--- src/asd_consts.svh ---
// Named constants shared by both ends of the serial command link.
// Assumes inclusion by bare name from each design file that needs it.
//
// How it works
// - Oscillator runs in clock modes 00, 01, 10.
// - Internal scan time: wake, temperature, samples.
// - Modes 01 and 11 timed by host pins.
// - Bit 7 set means conversion command.
// - Modes 10/11 start on write, else pulse.
// - Skip channels used as start or reference.
// - Host never requests absent channels.
// - Host names lower channel of a pair.
// - Pair touching a reassigned pin is ignored.
// - Scan kinds: low range, high range, repeat, once.
// - One result per channel or pair (repeat: 4 to 16 of one channel), plus temperature.
// - Temperature result comes first, once per scan.
// - Bits 01 mean setup: clock, reference, pairs.
// - Pair field 1x routes next byte to pairs.
// - Host keeps select low for 16 clocks.
// - Pair field 0x leaves pair registers alone.
// - Unipolar wins over bipolar for a pair.
// - Unipolar straight binary, bipolar two's complement.
// - Bits 001 mean averaging configuration.
// - Averaging on unless external clock mode.
// - Bits 0001 reset: FIFO only or everything; full reset leaves fifo_clear low.
// - Reset state zero, setup selects mode 10.
// - Done output timing per clock mode.
`ifndef ASD_CONSTS_SVH
`define ASD_CONSTS_SVH

`define ASD_CLK_MHZ 25
`define ASD_NUM_CH 16
`define ASD_CNV_PIN 5'h0F
`define ASD_REF_PIN 5'h0E

`define ASD_T_CNV_NS 3600
`define ASD_T_TS_NS 20000
`define ASD_T_RP_NS 65000
`define ASD_T_CNV_CYC ((`ASD_T_CNV_NS * `ASD_CLK_MHZ + 999) / 1000)
`define ASD_T_TS_CYC ((`ASD_T_TS_NS * `ASD_CLK_MHZ + 999) / 1000)
`define ASD_T_RP_CYC ((`ASD_T_RP_NS * `ASD_CLK_MHZ + 999) / 1000)

`define ASD_B_CONV 7
`define ASD_B_SETUP 6
`define ASD_B_AVG 5
`define ASD_B_RST 4
`define ASD_B_RST_FIFO 3
`define ASD_B_AVG_ON 4
`define ASD_B_PAIR_WR 1
`define ASD_B_PAIR_SEL 0
`define ASD_B_TEMP 0
`define ASD_SETUP_RST 8'h20
`define ASD_REF_OFF_AFTER 2'h0
`define ASD_REF_EXT_DIFF 2'h3
`define ASD_AVG_BASE 6'h04
`define ASD_REP_STEP 3'h4

`define ASD_SCLK_HALF 4'h3
`define ASD_CS_GAP 4'h4
`define ASD_HA_TX 4'h0
`define ASD_HA_CNV 4'h1
`define ASD_HA_STAT 4'h2
`define ASD_HA_PAIR 4'h3

`endif

--- src/asd_pkg.sv ---
// Types shared by both ends of the serial command link.
// Assumes asd_consts.svh is available on the include path.
package asd_pkg;

  typedef enum logic [1:0] {
    CLK_CONVERT_START_N_INT = 2'h0,
    CLK_CONVERT_START_N_EXT = 2'h1,
    CLK_WRITE_INT = 2'h2,
    CLK_SCLK_EXT = 2'h3
  } asd_clk_mode_type;

  typedef enum logic [1:0] {
    SCAN_LOW = 2'h0,
    SCAN_HIGH = 2'h1,
    SCAN_REPEAT = 2'h2,
    SCAN_ONCE = 2'h3
  } asd_scan_kind_type;

  typedef enum logic [5:0] {
    S_IDLE = 6'h01,
    S_WAKE = 6'h02,
    S_TEMP = 6'h04,
    S_STEP = 6'h08,
    S_WAIT = 6'h10,
    S_SAMP = 6'h20
  } asd_dev_state_type;

  typedef enum logic [3:0] {
    H_IDLE = 4'h1,
    H_SHIFT = 4'h2,
    H_HOLD = 4'h4,
    H_GAP = 4'h8
  } asd_host_state_type;

endpackage

--- src/asd_link_if.sv ---
// Serial link between the host controller and the converter command decoder.
// Assumes both ends run on the same clk_sys; all signals are plain levels.
interface asd_link_if;
  logic cs_n;
  logic sclk;
  logic din;
  logic convert_start_n_n;
  logic eoc_n;

  modport dev (
    input cs_n,
    input sclk,
    input din,
    input convert_start_n_n,
    output eoc_n
  );

  modport host (
    output cs_n,
    output sclk,
    output din,
    output convert_start_n_n,
    input eoc_n
  );
endinterface

--- src/asd_byte_rx.sv ---
// Eight-bit MSB-first deserialiser for the device end.
// Assumes bit_stb is a one-cycle pulse per sampled serial bit.
module asd_byte_rx (
  input wire logic clk_sys,
  input wire logic rst_n,
  input wire logic ce,
  input wire logic restart,
  input wire logic bit_stb,
  input wire logic bit_in,
  output logic [7:0] byte_q,
  output logic byte_stb_q
);
  logic [2:0] cnt_q;
  logic [6:0] sh_q;

  always_ff @(posedge clk_sys) begin
    if (!rst_n) begin
      cnt_q <= 3'h0;
      sh_q <= 7'h00;
      byte_q <= 8'h00;
      byte_stb_q <= 1'b0;
    end else if (ce) begin
      byte_stb_q <= 1'b0;
      if (restart) begin
        cnt_q <= 3'h0;
      end else if (bit_stb) begin
        sh_q <= {sh_q[5:0], bit_in};
        cnt_q <= cnt_q + 3'h1;
        if (cnt_q == 3'h7) begin
          byte_q <= {sh_q, bit_in};
          byte_stb_q <= 1'b1;
        end
      end
    end
  end
endmodule

--- src/asd_device.sv ---
// Command decoder and scan sequencer of the multichannel converter.
// Assumes link pins are synchronous to clk_sys and the host keeps its own rules.
//
// Implementation choices: the register addresses and the strobed register port.
`include "asd_consts.svh"
module asd_device import asd_pkg::*; (
  input wire logic clk_sys,
  input wire logic rst_n,
  input wire logic ce,
  asd_link_if.dev link,
  input wire logic [11:0] sample_code,
  output logic result_valid,
  output logic [11:0] result_data,
  output logic [3:0] result_channel,
  output logic result_temp,
  output logic result_bipolar,
  output logic fifo_clear,
  output logic osc_run,
  output logic [1:0] timing_mode
);
  // ----------------------------------------------------------------
  // Pin edges
  // ----------------------------------------------------------------
  logic sclk_q, cs_q, cnv_q;
  always_ff @(posedge clk_sys) begin
    if (!rst_n) begin
      sclk_q <= 1'b0;
      cs_q <= 1'b1;
      cnv_q <= 1'b1;
    end else if (ce) begin
      sclk_q <= link.sclk;
      cs_q <= link.cs_n;
      cnv_q <= link.convert_start_n_n;
    end
  end
  logic sclk_rise, cs_fall, cs_rise, cnv_fall, cnv_rise;
  assign sclk_rise = link.sclk & ~sclk_q;
  assign cs_fall = ~link.cs_n & cs_q;
  assign cs_rise = link.cs_n & ~cs_q;
  assign cnv_fall = ~link.convert_start_n_n & cnv_q;
  assign cnv_rise = link.convert_start_n_n & ~cnv_q;

  logic [7:0] rx_byte;
  logic rx_stb;
  asd_byte_rx u_rx (
    .clk_sys(clk_sys),
    .rst_n(rst_n),
    .ce(ce),
    .restart(cs_fall),
    .bit_stb(sclk_rise & ~link.cs_n),
    .bit_in(link.din),
    .byte_q(rx_byte),
    .byte_stb_q(rx_stb)
  );

  // ----------------------------------------------------------------
  // Byte decode and registers
  // ----------------------------------------------------------------
  logic [7:0] conv_q, setup_q, avg_q, uni_q, bip_q;
  logic pair_pend_q;
  logic wr_pair, is_conv, is_setup, is_avg, is_rst, soft_rst;
  assign wr_pair = rx_stb & pair_pend_q;
  assign is_conv = rx_stb & ~pair_pend_q & rx_byte[`ASD_B_CONV];
  assign is_setup = rx_stb & ~pair_pend_q & (rx_byte[7:6] == 2'h1);
  assign is_avg = rx_stb & ~pair_pend_q & (rx_byte[7:5] == 3'h1);
  assign is_rst = rx_stb & ~pair_pend_q & (rx_byte[7:4] == 4'h1);
  assign soft_rst = is_rst & ~rx_byte[`ASD_B_RST_FIFO];

  asd_clk_mode_type clk_mode;
  assign clk_mode = asd_clk_mode_type'(setup_q[5:4]);
  assign timing_mode = setup_q[5:4];

  always_ff @(posedge clk_sys) begin
    if (!rst_n || (ce && soft_rst)) begin
      conv_q <= 8'h00;
      setup_q <= `ASD_SETUP_RST;
      avg_q <= 8'h00;
      uni_q <= 8'h00;
      bip_q <= 8'h00;
      pair_pend_q <= 1'b0;
    end else if (ce) begin
      if (is_conv) begin
        conv_q <= rx_byte;
      end
      if (is_setup) begin
        setup_q <= rx_byte;
      end
      if (is_avg) begin
        avg_q <= rx_byte;
      end
      if (wr_pair && setup_q[`ASD_B_PAIR_SEL]) begin
        bip_q <= rx_byte;
      end else if (wr_pair) begin
        uni_q <= rx_byte;
      end
      // no pair byte for field 0x.
      if (is_setup) begin
        pair_pend_q <= rx_byte[`ASD_B_PAIR_WR];
      end else if (wr_pair || cs_rise) begin
        pair_pend_q <= 1'b0;
      end
    end
  end

  always_ff @(posedge clk_sys) begin
    if (!rst_n) begin
      fifo_clear <= 1'b0;
      osc_run <= 1'b0;
    end else if (ce) begin
      fifo_clear <= is_rst & rx_byte[`ASD_B_RST_FIFO];
      osc_run <= (clk_mode != CLK_SCLK_EXT);
    end
  end

  // ----------------------------------------------------------------
  // Channel qualification
  // ----------------------------------------------------------------
  logic [4:0] ch_q;
  logic [2:0] pidx;
  logic pen, pbip, off_lo, off_hi, cnv_used, ref_used, skip;
  logic [4:0] step;
  assign pidx = ch_q[3:1];
  assign pen = uni_q[3'h7 - pidx] | bip_q[3'h7 - pidx];
  assign pbip = bip_q[3'h7 - pidx] & ~uni_q[3'h7 - pidx];
  assign cnv_used = ~setup_q[5];
  assign ref_used = (setup_q[3:2] == `ASD_REF_EXT_DIFF);
  assign off_lo = (cnv_used && ch_q == `ASD_CNV_PIN) || (ref_used && ch_q == `ASD_REF_PIN);
  assign off_hi = (cnv_used && {ch_q[4:1], 1'b1} == `ASD_CNV_PIN) ||
                  (ref_used && {ch_q[4:1], 1'b1} == `ASD_REF_PIN);
  assign skip = pen ? (ch_q[0] | off_lo | off_hi) : off_lo;
  assign step = (pen && !ch_q[0]) ? 5'h02 : 5'h01;

  // ----------------------------------------------------------------
  // Scan sequencer
  // ----------------------------------------------------------------
  asd_dev_state_type state_q;
  logic start_scan;
  logic [7:0] cmd;
  assign start_scan = (is_conv && clk_mode[1]) ||
                      (cnv_fall && !clk_mode[1] && state_q == S_IDLE);
  assign cmd = is_conv ? rx_byte : conv_q;

  asd_scan_kind_type kind_q;
  logic [11:0] tmr_q;
  logic [5:0] samp_q, navg;
  logic [4:0] rep_q, end_q;
  logic temp_q, done_q, finished, range_mode;
  assign range_mode = ~kind_q[1];
  assign finished = range_mode ? (ch_q > end_q) : (rep_q == 5'h00);
  assign navg = (avg_q[`ASD_B_AVG_ON] && clk_mode != CLK_SCLK_EXT) ?
                (`ASD_AVG_BASE << avg_q[3:2]) : 6'h01;

  always_ff @(posedge clk_sys) begin
    if (!rst_n || (ce && soft_rst)) begin
      state_q <= S_IDLE;
      kind_q <= SCAN_LOW;
      tmr_q <= 12'h000;
      samp_q <= 6'h00;
      rep_q <= 5'h00;
      ch_q <= 5'h00;
      end_q <= 5'h00;
      temp_q <= 1'b0;
      done_q <= 1'b0;
      result_valid <= 1'b0;
      result_data <= 12'h000;
      result_channel <= 4'h0;
      result_temp <= 1'b0;
      result_bipolar <= 1'b0;
    end else if (ce) begin
      result_valid <= 1'b0;
      done_q <= 1'b0;
      if (start_scan) begin
        kind_q <= asd_scan_kind_type'(cmd[2:1]);
        ch_q <= (cmd[2:1] == SCAN_LOW) ? 5'h00 : {1'b0, cmd[6:3]};
        end_q <= (cmd[2:1] == SCAN_LOW) ? {1'b0, cmd[6:3]} : 5'(`ASD_NUM_CH - 1);
        rep_q <= (cmd[2:1] == SCAN_REPEAT) ? 5'({2'h0, avg_q[1:0]} + 4'h1) * `ASD_REP_STEP : 5'h01;
        temp_q <= cmd[`ASD_B_TEMP];
        if (setup_q[3:2] == `ASD_REF_OFF_AFTER) begin
          state_q <= S_WAKE;
          tmr_q <= 12'(`ASD_T_RP_CYC - 1);
        end else if (cmd[`ASD_B_TEMP]) begin
          state_q <= S_TEMP;
          tmr_q <= 12'(`ASD_T_TS_CYC - 1);
        end else begin
          state_q <= S_STEP;
        end
      end else begin
        case (state_q)
          S_IDLE: begin
            tmr_q <= 12'h000;
          end
          S_WAKE: begin
            if (tmr_q != 12'h000) begin
              tmr_q <= tmr_q - 12'h001;
            end else if (temp_q) begin
              state_q <= S_TEMP;
              tmr_q <= 12'(`ASD_T_TS_CYC - 1);
            end else begin
              state_q <= S_STEP;
            end
          end
          S_TEMP: begin
            if (tmr_q != 12'h000) begin
              tmr_q <= tmr_q - 12'h001;
            end else begin
              result_valid <= 1'b1;
              result_data <= sample_code;
              result_channel <= 4'h0;
              result_temp <= 1'b1;
              result_bipolar <= 1'b1;
              state_q <= S_STEP;
            end
          end
          S_STEP: begin
            if (finished) begin
              done_q <= 1'b1;
              state_q <= S_IDLE;
            end else if (skip) begin
              if (range_mode) begin
                ch_q <= ch_q + 5'h01;
              end else begin
                rep_q <= 5'h00;
              end
            end else if (clk_mode == CLK_CONVERT_START_N_EXT || clk_mode == CLK_SCLK_EXT) begin
              state_q <= S_WAIT;
            end else begin
              state_q <= S_SAMP;
              tmr_q <= 12'(`ASD_T_CNV_CYC - 1);
              samp_q <= navg;
            end
          end
          S_WAIT: begin
            if (clk_mode == CLK_CONVERT_START_N_EXT && cnv_rise) begin
              state_q <= S_SAMP;
              tmr_q <= 12'(`ASD_T_CNV_CYC - 1);
              samp_q <= navg;
            end else if (clk_mode == CLK_SCLK_EXT && cs_rise) begin
              samp_q <= 6'h01;
              state_q <= S_SAMP;
              tmr_q <= 12'h000;
            end
          end
          S_SAMP: begin
            if (tmr_q != 12'h000) begin
              tmr_q <= tmr_q - 12'h001;
            end else if (samp_q > 6'h01) begin
              samp_q <= samp_q - 6'h01;
              tmr_q <= 12'(`ASD_T_CNV_CYC - 1);
            end else begin
              result_valid <= 1'b1;
              result_data <= (pen && pbip) ? {~sample_code[11], sample_code[10:0]} : sample_code;
              result_channel <= ch_q[3:0];
              result_temp <= 1'b0;
              result_bipolar <= pen & pbip;
              if (range_mode) begin
                ch_q <= ch_q + step;
              end else begin
                rep_q <= rep_q - 5'h01;
              end
              state_q <= S_STEP;
            end
          end
          default: begin
            state_q <= S_IDLE;
          end
        endcase
      end
    end
  end

  // ----------------------------------------------------------------
  // Conversion-done output
  // ----------------------------------------------------------------
  logic eoc_q;
  assign link.eoc_n = eoc_q;
  always_ff @(posedge clk_sys) begin
    if (!rst_n || (ce && soft_rst)) begin
      eoc_q <= 1'b1;
    end else if (ce) begin
      if (clk_mode == CLK_SCLK_EXT || cs_fall || cnv_fall) begin
        eoc_q <= 1'b1;
      end else if (done_q && (clk_mode == CLK_CONVERT_START_N_INT || clk_mode == CLK_WRITE_INT)) begin
        eoc_q <= 1'b0;
      end else if (result_valid && clk_mode == CLK_CONVERT_START_N_EXT) begin
        eoc_q <= 1'b0;
      end
    end
  end
endmodule

--- src/flat_wrapper.sv ---
// flat-port wrapper written by rule: the top's interface ports become plain ports
module asd_device_flat import asd_pkg::*;
  (clk_sys, rst_n, ce, sample_code, result_valid, result_data, result_channel, result_temp, result_bipolar, fifo_clear, osc_run, timing_mode, link_cs_n, link_sclk, link_din, link_convert_start_n_n, link_eoc_n);
  asd_link_if link_i ();
  input wire logic clk_sys;
  input wire logic rst_n;
  input wire logic ce;
  input wire logic [11:0] sample_code;
  output logic result_valid;
  output logic [11:0] result_data;
  output logic [3:0] result_channel;
  output logic result_temp;
  output logic result_bipolar;
  output logic fifo_clear;
  output logic osc_run;
  output logic [1:0] timing_mode;
  input wire logic [$bits(link_i.cs_n)-1:0] link_cs_n;
  input wire logic [$bits(link_i.sclk)-1:0] link_sclk;
  input wire logic [$bits(link_i.din)-1:0] link_din;
  input wire logic [$bits(link_i.convert_start_n_n)-1:0] link_convert_start_n_n;
  output wire logic [$bits(link_i.eoc_n)-1:0] link_eoc_n;
  assign link_i.cs_n = link_cs_n;
  assign link_i.sclk = link_sclk;
  assign link_i.din = link_din;
  assign link_i.convert_start_n_n = link_convert_start_n_n;
  assign link_eoc_n = link_i.eoc_n;
  asd_device u_core (.clk_sys(clk_sys), .rst_n(rst_n), .ce(ce), .link(link_i), .sample_code(sample_code), .result_valid(result_valid), .result_data(result_data), .result_channel(result_channel), .result_temp(result_temp), .result_bipolar(result_bipolar), .fifo_clear(fifo_clear), .osc_run(osc_run), .timing_mode(timing_mode));
endmodule
--- config.mk ---
export PLATFORM = sky130hd
export DESIGN_NAME = asd_device_flat
export DESIGN_NICKNAME = d
export VERILOG_FILES = /design/src/asd_pkg.sv /design/src/asd_link_if.sv /design/src/asd_byte_rx.sv /design/src/asd_device.sv /design/src/flat_wrapper.sv
export VERILOG_INCLUDE_DIRS = /design/src
export SDC_FILE = /design/constraint.sdc
export NUM_CORES = 1
export LEC_CHECK = 0
export ABC_AREA = 1
export BUFFER_PORTS_ARGS = -buffer_cell sky130_fd_sc_hd__buf_2
export CAP_MARGIN = 15
export CORE_MARGIN = 5
export CORE_UTILIZATION = 36
export DETAILED_ROUTE_END_ITERATION = 16
export GPL_TIMING_DRIVEN = 0
export PLACE_DENSITY = 0.52
export SLEW_MARGIN = 40
export SYNTH_ARGS = -nofsm -noshare
export SYNTH_HDL_FRONTEND = slang
export SYNTH_SLANG_ARGS = --single-unit
--- constraint.sdc ---
create_clock -name clk_sys -period 4.1 [get_ports clk_sys]
set_input_delay 0.41 -clock clk_sys [delete_from_list [all_inputs] [get_ports clk_sys]]
set_output_delay 0.41 -clock clk_sys [all_outputs]
set_load 0.05 [all_outputs]
# [Yosys cells after proc, flatten, opt, wreduce, memory -nomap -nowiden]
# Cells that the tools add are included.
[totals] register_bits=122 latch_bits=0 ramBits=0 rom_bits=0 input_bits=19 output_inout_bits=24 wordCells=272 n_memories=0
[op_classes] addsub=8 mul=0 div_mod_pow=0 n_lt_le_gt_ge=3 n_eq_ne=46 n_shift=1 mux=98 n_bitwise=32 n_reduce_logical=54
[op_table] op="2-to-1 mux 12 bit" count=17
[op_table] op="2-to-1 mux 6 bit" count=19
[op_table] op="2-to-1 mux 5 bit" count=15
[op_table] op="case mux 12 bit (6 select lines)" count=1
[op_table] op="case mux 6 bit (6 select lines)" count=1
[op_table] op="2-to-1 mux 4 bit" count=7
[op_table] op="2-to-1 mux 1 bit" count=24
[op_table] op="inequality test 3 x 2 -> 1 bit, second input constant" count=8
[op_table] op="case mux 12 bit (2 select lines)" count=1
[op_table] op="AND reduction 8 bit" count=3
[op_table] op="case mux 5 bit (2 select lines)" count=2
[op_table] op="case mux 6 bit (3 select lines)" count=1
[op_table] op="AND 1 bit" count=16
[op_table] op="logical AND 1 bit" count=15
[op_table] op="inequality test 3 x 1 -> 1 bit, second input constant" count=5
[op_table] op="inequality test 2 bit, second input constant" count=7
[op_table] op="AND reduction 2 bit" count=7
[op_table] op="inverter 1 bit" count=13
[op_table] op="inequality test 4 x 1 -> 1 bit, second input constant" count=3
[op_table] op="nonzero test 12 bit" count=1
[op_table] op="subtractor 12 x 1 -> 12 bit, second input constant" count=1
[op_table] op="equality test 5 x 4 -> 1 bit, second input constant" count=2
[op_table] op="AND reduction 10 bit" count=1
[op_table] op="AND reduction 9 bit" count=1
[op_table] op="43 further kinds" count=71

# [Depth between registers and ports, before layout]
[depth] ltp_word=12 ltp_mapped=16 depth_no_buf=16

# [Hierarchy]
# A second synthesis with hierarchy kept.
[hier_totals] cells_unflattened=993 hier_area_um2=6703.9
[by_module_without_submodules] module="asd_device" n_inst=1 cells_per_inst=892 area_per_inst_um2=5916.9 seq_area_each_um2=2001.9
[by_module_without_submodules] module="asd_byte_rx" n_inst=1 cells_per_inst=101 area_per_inst_um2=787.0 seq_area_each_um2=380.4

# [Worst setup path after synthesis]
# Ideal clock, no wire load.
[synth_timing] path_type="register -> register" from="register u_core.ch_q[1]" to="register u_core.ch_q[3]" arrival_ns=1.897 setup_slack_ns=2.090 path_stages_with_launch=17 path_buffers=1 period_less_slack_ns=2.010 path_cell_list="dfxtp_1 > buf_4 > nand2_1 > nand3_1 > nand3_1 > nand2_1 > nand2_1 > nand3_1 > inv_1 > ha_1 > nand2_1 > a21oi_1 > xor2_1 > a22oi_1 > nand2_1 > nand2_1 > nor2_1"
[synth_between] elab_chain_len=12 word_cells_on_any_way=33
[synth_rtl] element="start: declaration" line="asd_device.sv:118" rtl="logic [4:0] ch_q;"
[synth_rtl] element="start signal: assignment" line="asd_device.sv:174" rtl="ch_q <= (cmd[2:1] == SCAN_LOW) ? 5'h00 : {1'b0, cmd[6:3]};"
[synth_rtl] element="start signal: assignment" line="asd_device.sv:220" rtl="ch_q <= ch_q + 5'h01;"
[synth_rtl] element="start signal: assignment" line="asd_device.sv:256" rtl="ch_q <= ch_q + step;"
[synth_rtl] element="subtractor 3 bit" line="asd_device.sv:123" rtl="assign pen = uni_q[3'h7 - pidx] | bip_q[3'h7 - pidx];"
[synth_rtl] element="binary-select mux 1 bit (select 3 bit)" line="asd_device.sv:123"
[synth_rtl] element="2-to-1 mux 1 bit (not written as such)" line="asd_device.sv:123"
[synth_rtl] element="bitwise OR 1 bit" line="asd_device.sv:123"
[synth_rtl] element="logical AND 1 bit" line="asd_device.sv:131" rtl="assign step = (pen && !ch_q[0]) ? 5'h02 : 5'h01;"
[synth_rtl] element="2-to-1 mux 2 bit" line="asd_device.sv:131"
[synth_rtl] element="adder 5 bit" line="asd_device.sv:256"
[synth_rtl] element="2-to-1 mux 5 bit" line="asd_device.sv:255" rtl="if (range_mode) begin"
[synth_rtl] element="2-to-1 mux 5 bit" line="asd_device.sv:246" rtl="end else if (samp_q > 6'h01) begin"
[synth_rtl] element="2-to-1 mux 5 bit" line="asd_device.sv:244" rtl="if (tmr_q != 12'h000) begin"
[synth_rtl] element="case mux 5 bit (2 select lines)" line="asd_device.sv:188" rtl="case (state_q)"
[synth_rtl] element="2-to-1 mux 5 bit" line="asd_device.sv:172" rtl="if (start_scan) begin"
# Parallel ways exist; a longest one is shown, timed or not. The select of a mux whose other input is x is not followed.
# A chain may end at the register's enable or synchronous reset.

# [Worst setup path in the final report]
# Ends and elaborated chain as after synthesis.

==> summary.txt <==
Route
  • Overall via count from detail_route: 6,226
  • Avg WL per Cell: 14.87 um
  • Final Routed Wirelength: 18,750 um
  • Drt pass-1 iters: 7
  • # DRC: 0
  • Detailed Route Iter0 Violations: 413
  • Via density per instance: 4.937
  • Antenna Violating Nets Remaining: 0

Clock network
  • H-tree depth reported by CTS: 4
  • CTS tree: built
  • Reg clk slew, reported paths: 0.05 ns
  • Later-pin clock latency in the skew report: 0.42 ns
  • Clock Sinks: 119
  • Number of CTS-inserted buffers: 17
  • Max Root-Sink Buffers: 2
  • CTS Hold Bufs: 0
  • CTS-repair resized insts: 0
  • Clk root buf: clkbuf_16
  • Post-CTS setup buffer count: 0

Global routing
  • Pin count of the biggest net entering global routing: 17
  • Remaining global-route overflow: 0
  • GRT Resource Usage Total: 0.1903
  • First-pass GRT wire length: 30,560 um
  • Vias in the first global route: 5,782
  • Initial antenna violation count: 0

Yosys
  • Cells after Synth: 962
  • Synth warnings: 0
  • #FFs+latches synth: 119
  • Top-count cell post-synth: nand2_1
  • Leading area contributor after synthesis: dfxtp_1
  • Post-Syn Area: 6342 um^2
  • Library cells used by synthesis: 42
  • Synth Flop Type: dfxtp_1
  • Post-synth EDFFs: 0
  • Synth area leaders: dfxtp_1, nand2_1, nor2_1, a21oi_1, inv_1
  • Post-synth ARST share: 0
  • Sequential share of the synthesized area: 0.3756
  • Area share of the largest cell type after synthesis: 0.3756
  • Post-Syn Nets: 996
  • Post-Syn Area per Cell: 6.593 um^2
  • Top cells by count, synth: nand2_1, nor2_1, dfxtp_1

STA
  • Maximum clock rate: 410.1 MHz
  • Clock skew: 0.009398 ns
  • Min Clock Period, post-route: 2.439 ns
  • RSZ-0062 raised after global routing: no
  • Final setup vio count: 0
  • Slew HR: 0.5028
  • Worst-Margin Slew: 0.7458 ns
  • Slew Limit Fails: 0
  • Final hold violations: 0
  • Setup TNS: 0 ns
  • Period utilization: 0.5948

Placement
  • Input/output buffers: 42
  • HPWL Detailed: 13,950 um
  • Placed cells: 1,229
  • GP Congestion: 0.8588

Final layout
  • Antenna cells: 0
  • Share of cells above drive strength 1: 0.1178
  • Final core utilization: 0.4277
  • Final non-filler cell total: 1,261
  • Synthesis-to-finish area growth: 16.65%
  • Nets: 1,057

Setup path
  • Slowest stage delay, CP: 0.50 ns
  • CP max FO: 10
  • Top Family by Delay on Critical Path: simple AND/OR/NAND/NOR gates
  • Slowest cell on crit path: dfxtp_1
  • Critical path cell sequence: buf_4, nand2_1, nand3_1, nand3_1, nand2_1, nand2_1, nand3_1, inv_1, ha_1, nand2_1, a21oi_1, xor2_1, a22oi_1, nand2_1, nand2_1, nor2_1
  • Crit Path Class: reg -> reg
  • Crit path DAT: 2.75 ns
  • Crit path required time: 4.41 ns
  • CP endpoint kind: flop
  • CP dominant cell by count: nand2_1
  • Buf+Inv Stages, Crit Path: 2
  • Startpoint types: flop

Die
  • Vert. Die Dim: 142.7 um
  • # IOs: 43
  • FP Rows: 48
  • Core Footprint: 17,300 um^2
  • Initial Util: 0.3667
  • Die W: 142.7 um
  • DIE AREA: 20,370 um^2

Pwr
  • Power Dens Cells: 519.7 nW/um^2
  • Max IR drop VDD: 300.2 uV
  • Leakage power: 3.252 nW

Run status
  • Outcome: complete, no violations

Job
  • Max-cap viol count: 0

Hold path
  • Min-delay worst type: in -> reg
-- sequential cells by signal (all words and copies together), names as in the netlist, 3 cells and up --
register / cells
u_core.tmr_q: 12
u_core.u_rx.sh_q: 7
u_core.result_channel: 4
u_core.uni_q: 8
u_core.result_data: 12
u_core.ch_q: 5
u_core.samp_q: 6
u_core.u_rx.cnt_q: 3
u_core.bip_q: 8
u_core.conv_q: 7
u_core.avg_q: 5
u_core.rep_q: 5
u_core.end_q: 4
u_core.setup_q: 5
u_core.u_rx.byte_q: 8
u_core.state_q: 6
-- power by group --
part	internal [mW]	total, mW	leakage, nW	switching [mW]
Clock	0.895	1.43	0.273	0.532
Combinational	0.392	1.10	2.01	0.709
Sequential	1.24	1.32	0.964	0.0771
-- worst reg2reg max path: stages, from the launching register on --
cell     delay [ns]
dfxtp_1        0.50
buf_4          0.25
nand2_1        0.07
nand3_1        0.08
nand3_1        0.11
nand2_1        0.10
nand2_1        0.08
nand3_1        0.09
inv_1          0.05
ha_1           0.28
nand2_1        0.07
a21oi_1        0.17
xor2_1         0.09
a22oi_1        0.20
nand2_1        0.09
nand2_1        0.06
nor2_1         0.04
-- area by class of cell --
class,count,area [um^2]
plain buffers,32,158.9
repair buffers,42,210.2
flip-flops and latches,119,2382
well taps,225,281.5
inverters,112,420.4
clock buffers,25,495.5
fillers,1906,9898
clock inverters,7,68.82
multi-input cells,699,3381
-- through the flow --
stage          hold WS, ns  total power [mW]  cell area, um^2  setup slack (ns)
6_report            0.2318             3.845             7398             1.661
5_1_grt             0.2307             4.115             7398             1.378
4_1_cts             0.2202             3.874             7398             1.683
3_5_place_dp        0.4504             2.437             6834             1.687
3_3_place_gp        0.4498             2.436             6834             1.667
2_1_floorplan       0.4289             2.198             6342             2.090
-- logic make-up (layout without fill, tap and decap cells) --
logic type | after synthesis | count (layout) | synth area share
AO/OA/AOI/OAI | 174 | 174 | 0.1513
XOR/XNOR | 16 | 16 | 0.02210
adder cells (fa/ha/maj) | 15 | 15 | 0.02959
buffers and inverters | 144 | 218 | 0.09134
flip-flops | 119 | 119 | 0.3756
AND/OR/NAND/NOR | 494 | 494 | 0.3300
-- final timing paths --
check                 startpoint                     to  slack, ns  depth (start not counted)
setup / recovery  u_core.ch_q[1]         u_core.ch_q[3]       1.66                         16
hold / removal    sample_code[5]  u_core.result_data[5]       0.23                          3
setup reg to reg  u_core.ch_q[1]         u_core.ch_q[3]       1.66                         16
hold reg to reg    u_core.sclk_q          u_core.sclk_q       0.46                          2
-- layer usage --
metal  global-route usage  part of all wire  vias to the layer above  wire (um)
met2               0.3064              0.45                      107       8506
met4              0.05003             0.014                        0        255
met5                    0                 0                        -          0
li1                     -                 -                     3242          -
met3              0.03885             0.038                       24        713
met1               0.2609              0.49                     2853       9273
-- cells in the final DEF, fill, tap and decap left out, types with 4 or more instances in the layout --
cell type  count
a211oi_1       7
a21oi_1       81
a22oi_1        4
a31oi_1        5
buf_2         49
buf_4          4
clkbuf_1      21
clkbuf_16     17
clkbuf_8       4
dfxtp_1      119
ha_1          15
inv_1         99
inv_2         10
nand2_1      231
nand3_1       70
nand3_2        4
nand4_1       12
nor2_1       142
nor2_2        11
nor2_4         4
nor3_1        13
o21ai_0       56
o21ai_1        4
xor2_1        13
Power figures use the tool's default switching activity.
